==> config.mk <==
export PLATFORM = sky130hd
export DESIGN_NAME = chg_supervisor
export DESIGN_NICKNAME = d
export VERILOG_FILES = /design/src/rtl/chg_pkg.sv /design/src/rtl/chg_supervisor.sv
export SDC_FILE = /design/constraint.sdc
export NUM_CORES = 1
export LEC_CHECK = 0
export BUFFER_PORTS_ARGS = -buffer_cell sky130_fd_sc_hd__buf_2
export CAP_MARGIN = 30
export CORE_ASPECT_RATIO = 1.25
export CORE_UTILIZATION = 60
export CTS_CLUSTER_DIAMETER = 150
export DETAILED_ROUTE_END_ITERATION = 6
export PLACE_DENSITY = 0.8
export SYNTH_ARGS = -nofsm -noshare
export SYNTH_HDL_FRONTEND = slang
export SYNTH_SLANG_ARGS = --single-unit
export TNS_END_PERCENT = 1
==> constraint.sdc <==
create_clock -name clk -period 2.6 [get_ports clk]
set_input_delay 0.52 -clock clk [delete_from_list [all_inputs] [get_ports clk]]
set_output_delay 0.52 -clock clk [all_outputs]
set_load 0.005 [all_outputs]
==> src/rtl/chg_pkg.sv <==
// constants and carrier types for the charger mode and fault supervisor
// assumes a 25 MHz clock; analog comparators arrive as digital levels
package chg_pkg;
   localparam int unsigned CLK_HZ = 25000000;
   // times in their own units
   localparam int unsigned ALERT_PULSE_US = 128;
   localparam int unsigned MONITOR_MS = 2;
   localparam int unsigned HOST_READY_MS = 5;
   localparam int unsigned SC_DGL_US = 250;
   localparam int unsigned SC_REC_MS = 100;
   localparam int unsigned OVP_DGL_MS = 30;
   localparam int unsigned INPUT_UNDERVOLTAGE_FAULT_DGL_MS = 30;
   localparam int unsigned HYST_MV = 100;
   // cycle counts (least times round up)
   localparam int unsigned ALERT_CYC = (ALERT_PULSE_US * 25);
   localparam int unsigned MONITOR_CYC = (MONITOR_MS * 25000);
   localparam int unsigned HOST_READY_CYC = (HOST_READY_MS * 25000);
   localparam int unsigned SC_DGL_CYC = (SC_DGL_US * 25);
   localparam int unsigned SC_REC_CYC = (SC_REC_MS * 25000);
   localparam int unsigned OVP_DGL_CYC = (OVP_DGL_MS * 25000);
   localparam int unsigned INPUT_UNDERVOLTAGE_FAULT_DGL_CYC = (INPUT_UNDERVOLTAGE_FAULT_DGL_MS * 25000);
   localparam int CNT_W = 24;
   // droop threshold code: 0 = 4.2 V .. 7 = 4.9 V, 100 mV steps
   localparam logic [2:0] DROOP_CODE_MAX = 3'h7;
   // monitor level: 0 = below 60 %, 1..21 = 60 %..100 % in 2 % steps
   localparam logic [4:0] MON_LEVEL_MAX = 5'h15;
   localparam logic [4:0] MON_LEVEL_RST = 5'h00;

   typedef enum logic [2:0] {
      ST_HIZ, ST_BATTERY, ST_CHARGE, ST_DISABLED, ST_SLEEP,
      ST_OVERVOLT, ST_UNDERVOLT, ST_DONE
   } mode_t;

   // comparator levels from the analog front end
   typedef struct packed {
      logic in_above_uv;      // vin > undervoltage threshold
      logic in_above_sleep;   // vin > vbat + sleep margin
      logic in_overvolt;      // vin > overvoltage threshold
      logic bat_above_cutoff; // vbat > cutoff (falling)
      logic bat_above_hyst;   // vbat > cutoff + hysteresis
      logic bat_above_min;    // vbat > minimum cutoff
      logic short_limit;      // discharge short-circuit limit hit
      logic load_rail_ok;     // load rail at programmed level
      logic cv_loop;          // constant-voltage loop dominant
      logic other_loop;       // any non-cv loop dominant
      logic droop_loop;       // input droop loop active
      logic taper_current;    // current at taper stop level
      logic above_recharge;   // vbat above recharge level
   } sense_t;

   // fault flags, clear on host read once cause is gone
   typedef struct packed {
      logic sleep;
      logic overvolt;
      logic undervolt;
   } fault_t;
endpackage : chg_pkg

==> src/rtl/chg_supervisor.sv <==
// mode sequencer, fet enables, alert pulse, fault flags, battery monitor
// assumes sense inputs already synchronous to clk; host side is pins only
`timescale 1ns/1ns
module chg_supervisor
(
   input  wire logic            clk,
   input  wire logic            reset,
   input  wire chg_pkg::sense_t sense,
   input  wire logic            charge_disable_pin,
   input  wire logic            charge_enable_n,
   input  wire logic            droop_enable,
   input  wire logic [2:0]      droop_code,
   input  wire logic            half_speed_safety_timer,
   input  wire logic            battery_monitor_trigger,
   input  wire logic [4:0]      battery_monitor_adc,
   input  wire logic            fault_read,
   output logic                 bat_fet_on,
   output logic                 supplement_fet_on,
   output logic                 charge_fet_on,
   output logic                 alert_pulse,
   output chg_pkg::fault_t      fault_flags,
   output logic                 input_droop_flag,
   output logic                 safety_timer_half,
   output logic                 host_if_active,
   output logic [2:0]           droop_threshold,
   output logic [4:0]           battery_monitor_level,
   output logic                 battery_monitor_valid,
   output chg_pkg::mode_t       mode
);
   chg_pkg::mode_t      mode_r, mode_nxt;
   chg_pkg::fault_t     flt_r, flt_set, flt_active;
   logic [chg_pkg::CNT_W-1:0] sc_cnt_r, ov_cnt_r, uv_cnt_r, mon_cnt_r;
   logic [chg_pkg::CNT_W-1:0] al_cnt_r, rdy_cnt_r;
   logic                 sc_off_r, sc_rec_r, ov_r, uv_r, cut_r;
   logic                 mon_busy_r, mon_valid_r, rdy_r, droop_r;
   logic [4:0]           mon_lvl_r;
   logic                 in_valid, chg_allowed, term_ok, sc_trip, sc_done;
   logic                 ov_dgl_done, uv_dgl_done, mon_start, mon_done;
   logic                 enter_fault, ov_fault, droop_now;

   // short counter: deglitch while tripped, recovery while off
   assign sc_trip  = !sc_rec_r && sense.short_limit
                     && sc_cnt_r == chg_pkg::CNT_W'(chg_pkg::SC_DGL_CYC - 1);
   assign sc_done  = sc_rec_r
                     && sc_cnt_r == chg_pkg::CNT_W'(chg_pkg::SC_REC_CYC - 1);
   assign ov_dgl_done = ov_cnt_r == chg_pkg::CNT_W'(chg_pkg::OVP_DGL_CYC);
   assign uv_dgl_done = uv_cnt_r == chg_pkg::CNT_W'(chg_pkg::INPUT_UNDERVOLTAGE_FAULT_DGL_CYC);
   assign in_valid = !uv_r && !ov_r && sense.in_above_sleep;
   assign chg_allowed = in_valid && !charge_disable_pin
                        && !charge_enable_n;
   // live droop level: the registered flag lags one edge behind the loop
   assign droop_now = droop_enable && sense.droop_loop;
   assign term_ok = sense.cv_loop && !sense.other_loop
                    && !droop_now;
   // fault entry events raise the alert once per entry
   assign ov_fault = sense.in_overvolt && !ov_r;
   assign flt_active = '{sleep: mode_r == chg_pkg::ST_SLEEP,
                         overvolt: ov_r, undervolt: uv_r};
   assign flt_set = '{sleep: mode_nxt == chg_pkg::ST_SLEEP
                             && mode_r != chg_pkg::ST_SLEEP,
                      overvolt: ov_fault,
                      undervolt: uv_dgl_done && !uv_r};
   assign enter_fault = |flt_set;
   // monitor: host trigger, or automatically on the edge that enters high impedance
   assign mon_start = !mon_busy_r && (battery_monitor_trigger
      || (mode_nxt == chg_pkg::ST_HIZ && mode_r != chg_pkg::ST_HIZ));
   assign mon_done = mon_busy_r
      && mon_cnt_r == chg_pkg::CNT_W'(chg_pkg::MONITOR_CYC - 1);

   always_comb
   begin
      mode_nxt = mode_r;
      unique case (mode_r)
         chg_pkg::ST_HIZ, chg_pkg::ST_BATTERY:
         begin
            if (sense.in_above_uv && !uv_r)
               mode_nxt = chg_allowed ? chg_pkg::ST_CHARGE
                                      : chg_pkg::ST_DISABLED;
            else
               mode_nxt = charge_disable_pin ? chg_pkg::ST_BATTERY
                                             : chg_pkg::ST_HIZ;
         end
         chg_pkg::ST_CHARGE:
         begin
            if (!chg_allowed)
               mode_nxt = chg_pkg::ST_DISABLED;
            else if (term_ok && sense.taper_current
                     && sense.above_recharge)
               mode_nxt = chg_pkg::ST_DONE;
         end
         chg_pkg::ST_DISABLED, chg_pkg::ST_DONE:
         begin
            if (mode_r == chg_pkg::ST_DISABLED && chg_allowed)
               mode_nxt = chg_pkg::ST_CHARGE;
            else if (mode_r == chg_pkg::ST_DONE && !chg_allowed)
               mode_nxt = chg_pkg::ST_DISABLED;
         end
         chg_pkg::ST_SLEEP:
            if (sense.in_above_sleep)
               mode_nxt = chg_pkg::ST_CHARGE;
         chg_pkg::ST_OVERVOLT:
            if (ov_dgl_done)
               mode_nxt = chg_pkg::ST_DISABLED;
         chg_pkg::ST_UNDERVOLT:
            mode_nxt = charge_disable_pin ? chg_pkg::ST_BATTERY
                                          : chg_pkg::ST_HIZ;
      endcase
      // faults take priority over normal sequencing
      if (ov_fault || (ov_r && mode_r != chg_pkg::ST_OVERVOLT))
         mode_nxt = chg_pkg::ST_OVERVOLT;
      else if (uv_dgl_done && !uv_r)
         mode_nxt = chg_pkg::ST_UNDERVOLT;
      else if (!uv_r && !ov_r && sense.in_above_uv
               && !sense.in_above_sleep
               && mode_r != chg_pkg::ST_HIZ
               && mode_r != chg_pkg::ST_BATTERY)
         mode_nxt = chg_pkg::ST_SLEEP;
      // leaving DISABLED picks CHARGE via chg_allowed, so SLEEP goes there
      if (mode_r == chg_pkg::ST_SLEEP && mode_nxt == chg_pkg::ST_CHARGE
          && !chg_allowed)
         mode_nxt = chg_pkg::ST_DISABLED;
   end

   always_ff @(posedge clk)
   begin
      if (reset)
      begin
         mode_r <= chg_pkg::ST_HIZ;
         {sc_cnt_r, ov_cnt_r, uv_cnt_r} <= '0;
         {sc_off_r, sc_rec_r, ov_r, uv_r, cut_r} <= '0;
      end
      else
      begin
         mode_r <= mode_nxt;
         if (sc_trip || sc_done)
            sc_cnt_r <= '0;
         else if (sc_rec_r || sense.short_limit)
            sc_cnt_r <= sc_cnt_r + 1'b1;
         else
            sc_cnt_r <= '0;
         if (sc_trip)
            sc_rec_r <= 1'b1;
         else if (sc_done)
            sc_rec_r <= 1'b0;
         // overvoltage asserts at once, release is deglitched
         if (sense.in_overvolt)
            ov_r <= 1'b1;
         else if (ov_dgl_done)
            ov_r <= 1'b0;
         ov_cnt_r <= (ov_r && !sense.in_overvolt && !ov_dgl_done)
                     ? ov_cnt_r + 1'b1 : '0;
         // undervoltage asserts after deglitch, releases at once
         uv_cnt_r <= (!sense.in_above_uv && !uv_r && !uv_dgl_done)
                     ? uv_cnt_r + 1'b1 : '0;
         if (uv_dgl_done)
            uv_r <= 1'b1;
         else if (sense.in_above_uv)
            uv_r <= 1'b0;
         // cutoff with 100 mV hysteresis on recovery
         if (!sense.bat_above_cutoff)
            cut_r <= 1'b1;
         else if (sense.bat_above_hyst)
            cut_r <= 1'b0;
      end
   end

   // set wins over read clear; clear needs the cause gone
   always_ff @(posedge clk)
   begin
      if (reset)
         flt_r <= '0;
      else
         flt_r <= flt_set | (flt_r & ~(fault_read ? ~flt_active
                                                 : 3'h0));
   end

   // alert pulse, restarted by each fault entry
   always_ff @(posedge clk)
   begin
      if (reset)
         al_cnt_r <= '0;
      else if (enter_fault)
         al_cnt_r <= chg_pkg::CNT_W'(chg_pkg::ALERT_CYC);
      else if (al_cnt_r != '0)
         al_cnt_r <= al_cnt_r - 1'b1;
   end

   // host interfaces wake a fixed delay after the load rail settles
   always_ff @(posedge clk)
   begin
      if (reset || !sense.load_rail_ok)
      begin
         rdy_cnt_r <= '0;
         rdy_r <= 1'b0;
      end
      else if (rdy_cnt_r == chg_pkg::CNT_W'(chg_pkg::HOST_READY_CYC - 1))
         rdy_r <= 1'b1;
      else
         rdy_cnt_r <= rdy_cnt_r + 1'b1;
   end

   // monitor: result latched at end of conversion; codes above 21 clamp to 100 %
   always_ff @(posedge clk)
   begin
      if (reset)
      begin
         mon_busy_r <= 1'b0;
         mon_valid_r <= 1'b0;
         mon_cnt_r <= '0;
         mon_lvl_r <= chg_pkg::MON_LEVEL_RST;
         droop_r <= 1'b0;
      end
      else
      begin
         droop_r <= droop_enable && sense.droop_loop;
         if (mon_start)
         begin
            mon_busy_r <= 1'b1;
            mon_valid_r <= 1'b0;
            mon_cnt_r <= '0;
         end
         else if (mon_done)
         begin
            mon_busy_r <= 1'b0;
            mon_valid_r <= 1'b1;
            mon_lvl_r <= (battery_monitor_adc > chg_pkg::MON_LEVEL_MAX)
                         ? chg_pkg::MON_LEVEL_MAX
                         : battery_monitor_adc;
         end
         else if (mon_busy_r)
            mon_cnt_r <= mon_cnt_r + 1'b1;
      end
   end

   // fet enables; sleep and overvoltage run the load from battery
   assign bat_fet_on = !sc_rec_r && !cut_r
      && (mode_r == chg_pkg::ST_BATTERY || mode_r == chg_pkg::ST_SLEEP
          || mode_r == chg_pkg::ST_OVERVOLT || mode_r == chg_pkg::ST_CHARGE
          || (mode_r == chg_pkg::ST_DISABLED && sense.bat_above_min
              && charge_enable_n == 1'b0));
   assign supplement_fet_on = !sc_rec_r && sense.bat_above_min
      && sense.in_above_uv && !uv_r
      && mode_r != chg_pkg::ST_HIZ;
   assign charge_fet_on = mode_r == chg_pkg::ST_CHARGE && !sc_rec_r;
   assign alert_pulse = al_cnt_r != '0;
   assign fault_flags = flt_r;
   assign input_droop_flag = droop_r;
   assign safety_timer_half = half_speed_safety_timer && droop_r;
   assign host_if_active = rdy_r;
   assign droop_threshold = droop_code & chg_pkg::DROOP_CODE_MAX;
   assign battery_monitor_level = mon_lvl_r;
   assign battery_monitor_valid = mon_valid_r;
   assign mode = mode_r;

   a_alert_width: assert property (@(posedge clk) disable iff (reset)
      $rose(alert_pulse) |-> alert_pulse [*8])
      else $error("alert pulse too short");
   a_done_on_taper: assert property (@(posedge clk) disable iff (reset)
      (mode_r == chg_pkg::ST_CHARGE && mode_nxt == chg_pkg::ST_DONE)
      |-> term_ok) else $error("termination while not cv");
   a_no_term_droop: assert property (@(posedge clk) disable iff (reset)
      droop_now |-> mode_nxt != chg_pkg::ST_DONE || mode_r == mode_nxt)
      else $error("termination during droop");
   a_charge_gated: assert property (@(posedge clk) disable iff (reset)
      charge_fet_on |-> !$past(charge_disable_pin)
                        && !$past(charge_enable_n))
      else $error("charging with pin high");
   a_short_off: assert property (@(posedge clk) disable iff (reset)
      sc_trip |=> !bat_fet_on [*8])
      else $error("fet on during recovery");
   a_sleep_flag: assert property (@(posedge clk) disable iff (reset)
      flt_set.sleep |=> fault_flags.sleep && alert_pulse)
      else $error("sleep entry not flagged");
   a_flag_hold: assert property (@(posedge clk) disable iff (reset)
      (fault_flags.overvolt && ov_r) |=> fault_flags.overvolt)
      else $error("ov flag cleared too early");
   a_monitor_delay: assert property (@(posedge clk) disable iff (reset)
      mon_start |=> !mon_valid_r [*8])
      else $error("monitor valid too soon");
   a_cutoff_off: assert property (@(posedge clk) disable iff (reset)
      !sense.bat_above_cutoff |=> !bat_fet_on)
      else $error("fet on below cutoff");
endmodule : chg_supervisor

* Word level (Yosys, flattened, before mapping)
Cells that the tools add are included.
** Operators by class
- $add $sub $neg :: 6
- Magnitude comparators :: 1
- Equality and inequality tests :: 19
- Multiplexer cells :: 28
- Bitwise logic cells :: 10
- Reduce and logical (&&, ||, !) cells :: 86
** Operators with widths (number)
- 24-bit by 1-bit adder with 24-bit output (second input constant) :: 5
- 24-bit by 20-bit equality test with 1-bit output (second input constant) :: 2
- 1-bit logical AND :: 42
- 3-bit two-way mux :: 11
- 24-bit by 13-bit equality test with 1-bit output (second input constant) :: 1
- 24-bit by 16-bit equality test with 1-bit output (second input constant) :: 1
- 24-bit by 17-bit equality test with 1-bit output (second input constant) :: 1
- 24-bit by 22-bit equality test with 1-bit output (second input constant) :: 1
- 12-bit two-way mux :: 2
- 24-bit nonzero test :: 1
- 24-bit by 1-bit subtractor with 24-bit output (second input constant) :: 1
- 3-bit case mux with 6 select lines :: 1
- 1-bit zero test :: 16
- 3-bit equality test (second input constant) :: 5
- 1-bit two-way mux :: 12
- 2-bit nonzero test :: 5
- 2-bit OR reduction :: 5
- 3-bit by 2-bit equality test with 1-bit output (second input constant) :: 3
- 1-bit logical OR :: 9
- 3-bit zero test :: 2
- 3-bit inequality test (second input constant) :: 2
- 1-bit NOT :: 6
- 3-bit NOT :: 2
- 3-bit OR reduction :: 2
- other kinds (11) :: 12
** Word-level totals
- Register bits :: 163
- Output and inout bits :: 22
- Word-level logic and storage cells :: 170

* Longest topological paths before layout
- Depth after elaboration :: 23
- Mapped depth :: 9

* Worst setup path after synthesis
No wires, ideal clock.
- Kind :: reg2reg
- From :: register uv_cnt_r[0] (netlist name)
- To :: register al_cnt_r[9] (netlist name)
- Setup time :: 0.128 ns
- Data arrival time :: 2.014 ns
- Required time :: 2.472 ns
- Slack :: 0.457 ns
- Cell stages (with the launch flop) :: 10
- Period minus slack after synthesis :: 2.143 ns
- Cell sequence :: dfxtp_1 inv_1 ha_1 or4b_4 nor4_4 a21oi_1 and4b_4 o311ai_4 buf_4 a21oi_1
** Between the ends
- Longest elaborated chain between the ends :: 11
** Ends and longest elaborated chain
- from (decl) :: line chg_supervisor.sv:32 : logic [chg_pkg::CNT_W-1:0] sc_cnt_r, ov_cnt_r, uv_cnt_r, mon_cnt_r;
- from (signal assigned) :: line chg_supervisor.sv:153 : uv_cnt_r <= (!sense.in_above_uv && !uv_r && !uv_dgl_done)
- 24-bit by 20-bit equality test with 1-bit output (*) :: line chg_supervisor.sv:47 : assign uv_dgl_done = uv_cnt_r == chg_pkg::CNT_W'(chg_pkg::INPUT_UNDERVOLTAGE_FAULT_DGL_CYC);
- 1-bit logical AND (*) :: line chg_supervisor.sv:62, chg_supervisor.sv:111
- 3-bit two-way mux :: line chg_supervisor.sv:111 : else if (uv_dgl_done && !uv_r)
- 3-bit two-way mux :: line chg_supervisor.sv:109 : if (ov_fault || (ov_r && mode_r != chg_pkg::ST_OVERVOLT))
- 3-bit by 2-bit equality test with 1-bit output :: line chg_supervisor.sv:119 : if (mode_r == chg_pkg::ST_SLEEP && mode_nxt == chg_pkg::ST_CHARGE
- 1-bit logical AND :: line chg_supervisor.sv:119
- 1-bit logical AND :: line chg_supervisor.sv:120 : && !chg_allowed)
- 3-bit two-way mux :: line chg_supervisor.sv:119
- 3-bit equality test :: line chg_supervisor.sv:59 : assign flt_set = '{sleep: mode_nxt == chg_pkg::ST_SLEEP
- 1-bit logical AND :: line chg_supervisor.sv:60 : && mode_r != chg_pkg::ST_SLEEP,
- 4-bit OR reduction (no source line) (*)
- to (signal assigned) :: line chg_supervisor.sv:183 : al_cnt_r <= chg_pkg::CNT_W'(chg_pkg::ALERT_CYC);
- to (signal assigned) :: line chg_supervisor.sv:185 : al_cnt_r <= al_cnt_r - 1'b1;
- to (decl) :: line chg_supervisor.sv:33 : logic [chg_pkg::CNT_W-1:0] al_cnt_r, rdy_cnt_r;
Every way passes the cells marked *; elsewhere a longest branch is shown, timed or not.
A chain may end at the register's enable or synchronous reset.

* Worst setup path in the final report
- From :: register al_cnt_r[7] (netlist name)
- To :: output port alert_pulse
** Between the ends
- Longest elaborated chain between the ends :: 1
** Ends and longest elaborated chain
- 24-bit nonzero test :: line chg_supervisor.sv:245 : assign alert_pulse = al_cnt_r != '0;
- to (decl) :: line chg_supervisor.sv:20 : output logic alert_pulse,
Every way passes these cells.

==> results.md <==
* Final worst path period share at 0.992
* Clock buffer depth at 2
* Worst VDD drop at between 0.5 and 0.6 mV
* Core area at 12,300 sq um
* Share of layout cells above drive strength 1 at 0.131
* DP Area at 8130 sq um
* Commonest non-fill, non-tap cell in the layout: nor2_1
* CP Cell Sequence: or4_4 -> or2_4 -> or3_4 -> buf_6
* Max FO, Critical Path at 3
* Final WL at around 16,000 microns
* Clock Skew at around 0.0056 ns
* Largest net degree at the start of global routing at 26
* Fillers at between 900 and 1,000
* Compound-Gate Fraction of Synth Area at 0.0615
* Hold Crit Class: primary input to flip-flop
* Critical path type: flip-flop to output port
* XOR/XNOR Fraction of Synth Area at 0.143
* Nets at slightly below 1,000
* Multiplexer area fraction after synthesis at 0.00390
* Post-synth EDFFs at 0
* WL per Instance at approximately 14 microns
* Post-synthesis adder-cell area fraction at 0.0146
* Port buffer count at 44
* CP peak stage delay at about 0.54 ns
* PD cells at ~750 nW/um^2
* Simple-gate area share of the yosys netlist at 0.320
* DIE AREA at approximately 13,000 sq um
* H-Tree Depth at 4
* GRT overflow at 0
* Initial DRC Count at 308
* Final setup viols at 0
* Synth top area cells: dfxtp_1 42%, nor2_1 7.9%, xnor2_1 7.5%
* Combinational share of power at 0.194
* Reg power frac at 0.419
* Clk pwr share at 0.387
* Pre-Repair DR Iteration Count at 5
* Initial antenna violation count at 0
* Yosys top cell area share at 0.424
* Most used DFF post-synth: dfxtp_1
* Final Hold Fails at 0
* Int Pwr at 0.00478 W
* Die extent in x at roughly 100 microns
* Cell area after synthesis at roughly 7700 sq um
* Avg Inst Size Synth at approximately 8.6 sq um
* Total CTS buffers at 17
* Unrepaired setup endpoints after global routing: yes
* Detailed Place HPWL at roughly 11,000 microns
* Largest family of logic cells by synthesized area: simple AND/OR/NAND/NOR gates
* CTS Sinks at between 150 and 200
* Die span in y at between 100 and 150 microns
* Via Count at between 6,000 and 7,000
* NetSw at roughly 0.0018 W
* IO Count at 51
* Max-cap check violation count at 0
* Seq/Total Area, Yosys at 0.424
* Startpoint types: flip-flop
* First-pass GRT wire length at roughly 27,000 microns
* Root buffer cell: clkbuf_16
* Total power at between 0.006 and 0.007 W
* Yosys reg bits at 163
* Switching share of power at 0.276
* Cell total after placement at roughly 1,100
* CP required at roughly 2.1 ns
* P_leak at between 3 and 4 nW
* Worst skew pair latency at approximately 0.43 ns
* Post-route ant nets at 0
* FFs w/ async S/R, synth at 0
* Period minus WS final at 2.58 ns
* Drt drc at 0
* Arr. time, crit path at between 2 and 2.5 ns
* Syn Nets at 935
* Vias in the first global route at between 6,000 and 7,000
* Most frequent cells in the layout: 162 x nor2_1, 159 x dfxtp_1, 66 x xnor2_1
* Routed vias/inst at 5.62
* Finished Layout Cells at 1,131
* Initial core utilization at 0.624
* Total track usage at 0.260
* CP Capture Type: output port
* WHS at between 0.2 and 0.3 ns
* Cell variety after synth at 62
* Final Cell Area at 8810 sq um
* N_diodes at 0
* Row count at between 40 and 50
* Synth warnings at 0
* Gpl congestion at between 0.8 and 0.9
* Crit-path slowest cell: or4_4
* Worst-margin pin slew at around 0.54 ns
* CTS tree: built
* Final core occ at 0.715
* Mapped Cells at ~900
* Status: finished clean
* Fmax at approximately 0.39 GHz
* Slew Viols, Final at 0
* Max transition margin at 0.634
* Cell taking the most area after synthesis: dfxtp_1
* P&R area growth vs syn at 14.5%
* CTS clock-pin slew for the worst setup and hold paths at roughly 0.060 ns
-- flip-flops by register name, summed over array words and instances (netlist names) --
name / count
al_cnt_r: 24
battery_monitor_level: 5
battery_monitor_valid: 1
cut_r: 1
fault_flags: 3
host_if_active: 1
input_droop_flag: 1
mode: 3
mon_busy_r: 1
mon_cnt_r: 24
ov_cnt_r: 24
ov_r: 1
rdy_cnt_r: 24
sc_cnt_r: 24
sc_rec_r: 1
uv_cnt_r: 24
uv_r: 1
-- layout make-up --
class / count / area, sq um / area share
Sequential cell: 163 / 3270 / 0.371
Timing Repair Buffer: 67 / 412 / 0.0467
Clock buffer: 20 / 447 / 0.0507
Tap cell: 164 / 205 / 0.0233
Inverter: 29 / 109 / 0.0124
Clock inverter: 12 / 158 / 0.0179
Multi-Input combinational cell: 676 / 4210 / 0.478
-- cells in the mapped netlist, drive strengths merged, types with 15 or more instances --
cell and number:
nand4 27, dfxtp 163, inv 29, xnor2 66, and2 24, nor4 29
nor2 162, a21oi 21, nand2 63, nand3 46, clkbuf 15, nor3 29
and3 18, xor2 60
-- through the flow --
step	TNS [ns]	setup slack, ns
CTS	0	0.00652
floorplan	0	0.457
detailed placement	0	0.178
finish	0	0.0205
global route	-0.0247	-0.0247
global placement	0	0.265
-- logic make-up (layout without fill, tap and decap cells) --
group           after synthesis  after routing
compound gates               65             65
buf+inv                      58            128
flops                       163            163
simple gates                473            473
fa+ha+maj                     9              9
mux                           3              3
xor+xnor                    126            126
-- critical path, delay by kind of cell (launching register included) --
kind	cells	cell delay, ns
flip-flops	1	0.32
AND/OR/NAND/NOR	3	1.19
buffers and inverters	1	0.12
-- metal layers --
metal,vias up,GRT usage,part of all wire
met4,0,0.114,0.028
met1,2971,0.301,0.42
met3,40,0.0652,0.048
met5,-,0,0
li1,3198,-,-
met2,147,0.449,0.50
-- final timing paths --
check / from / endpoint / slack [ns] / depth (start not counted)
worst min-delay path: sense[9] / cut_r / 0.30 / 2
worst min register to register: battery_monitor_valid / battery_monitor_valid / 0.46 / 1
worst max register to register: ov_cnt_r[0] / mon_cnt_r[4] / 0.26 / 9
worst max-delay path: al_cnt_r[7] / alert_pulse / 0.02 / 4
-- repair_timing --
action	4_1_cts	5_1_grt
buffers inserted	5	0
resized for setup	8	5
pin swaps	4	3
setup endpoints to repair	1	28
hold buffers	0	0
-- power groups by stage --
stage / registers (W) / clock network (W) / logic, W
after floorplan: 0.00278 / 0 / 0.000876
after global placement: 0.00281 / 0 / 0.00106
after detailed placement: 0.00281 / 0 / 0.00107
after CTS: 0.00276 / 0.00258 / 0.00124
after global routing: 0.00278 / 0.00269 / 0.00143
final: 0.00276 / 0.00255 / 0.00128
Note: power is estimated with default switching activity, not from simulation.
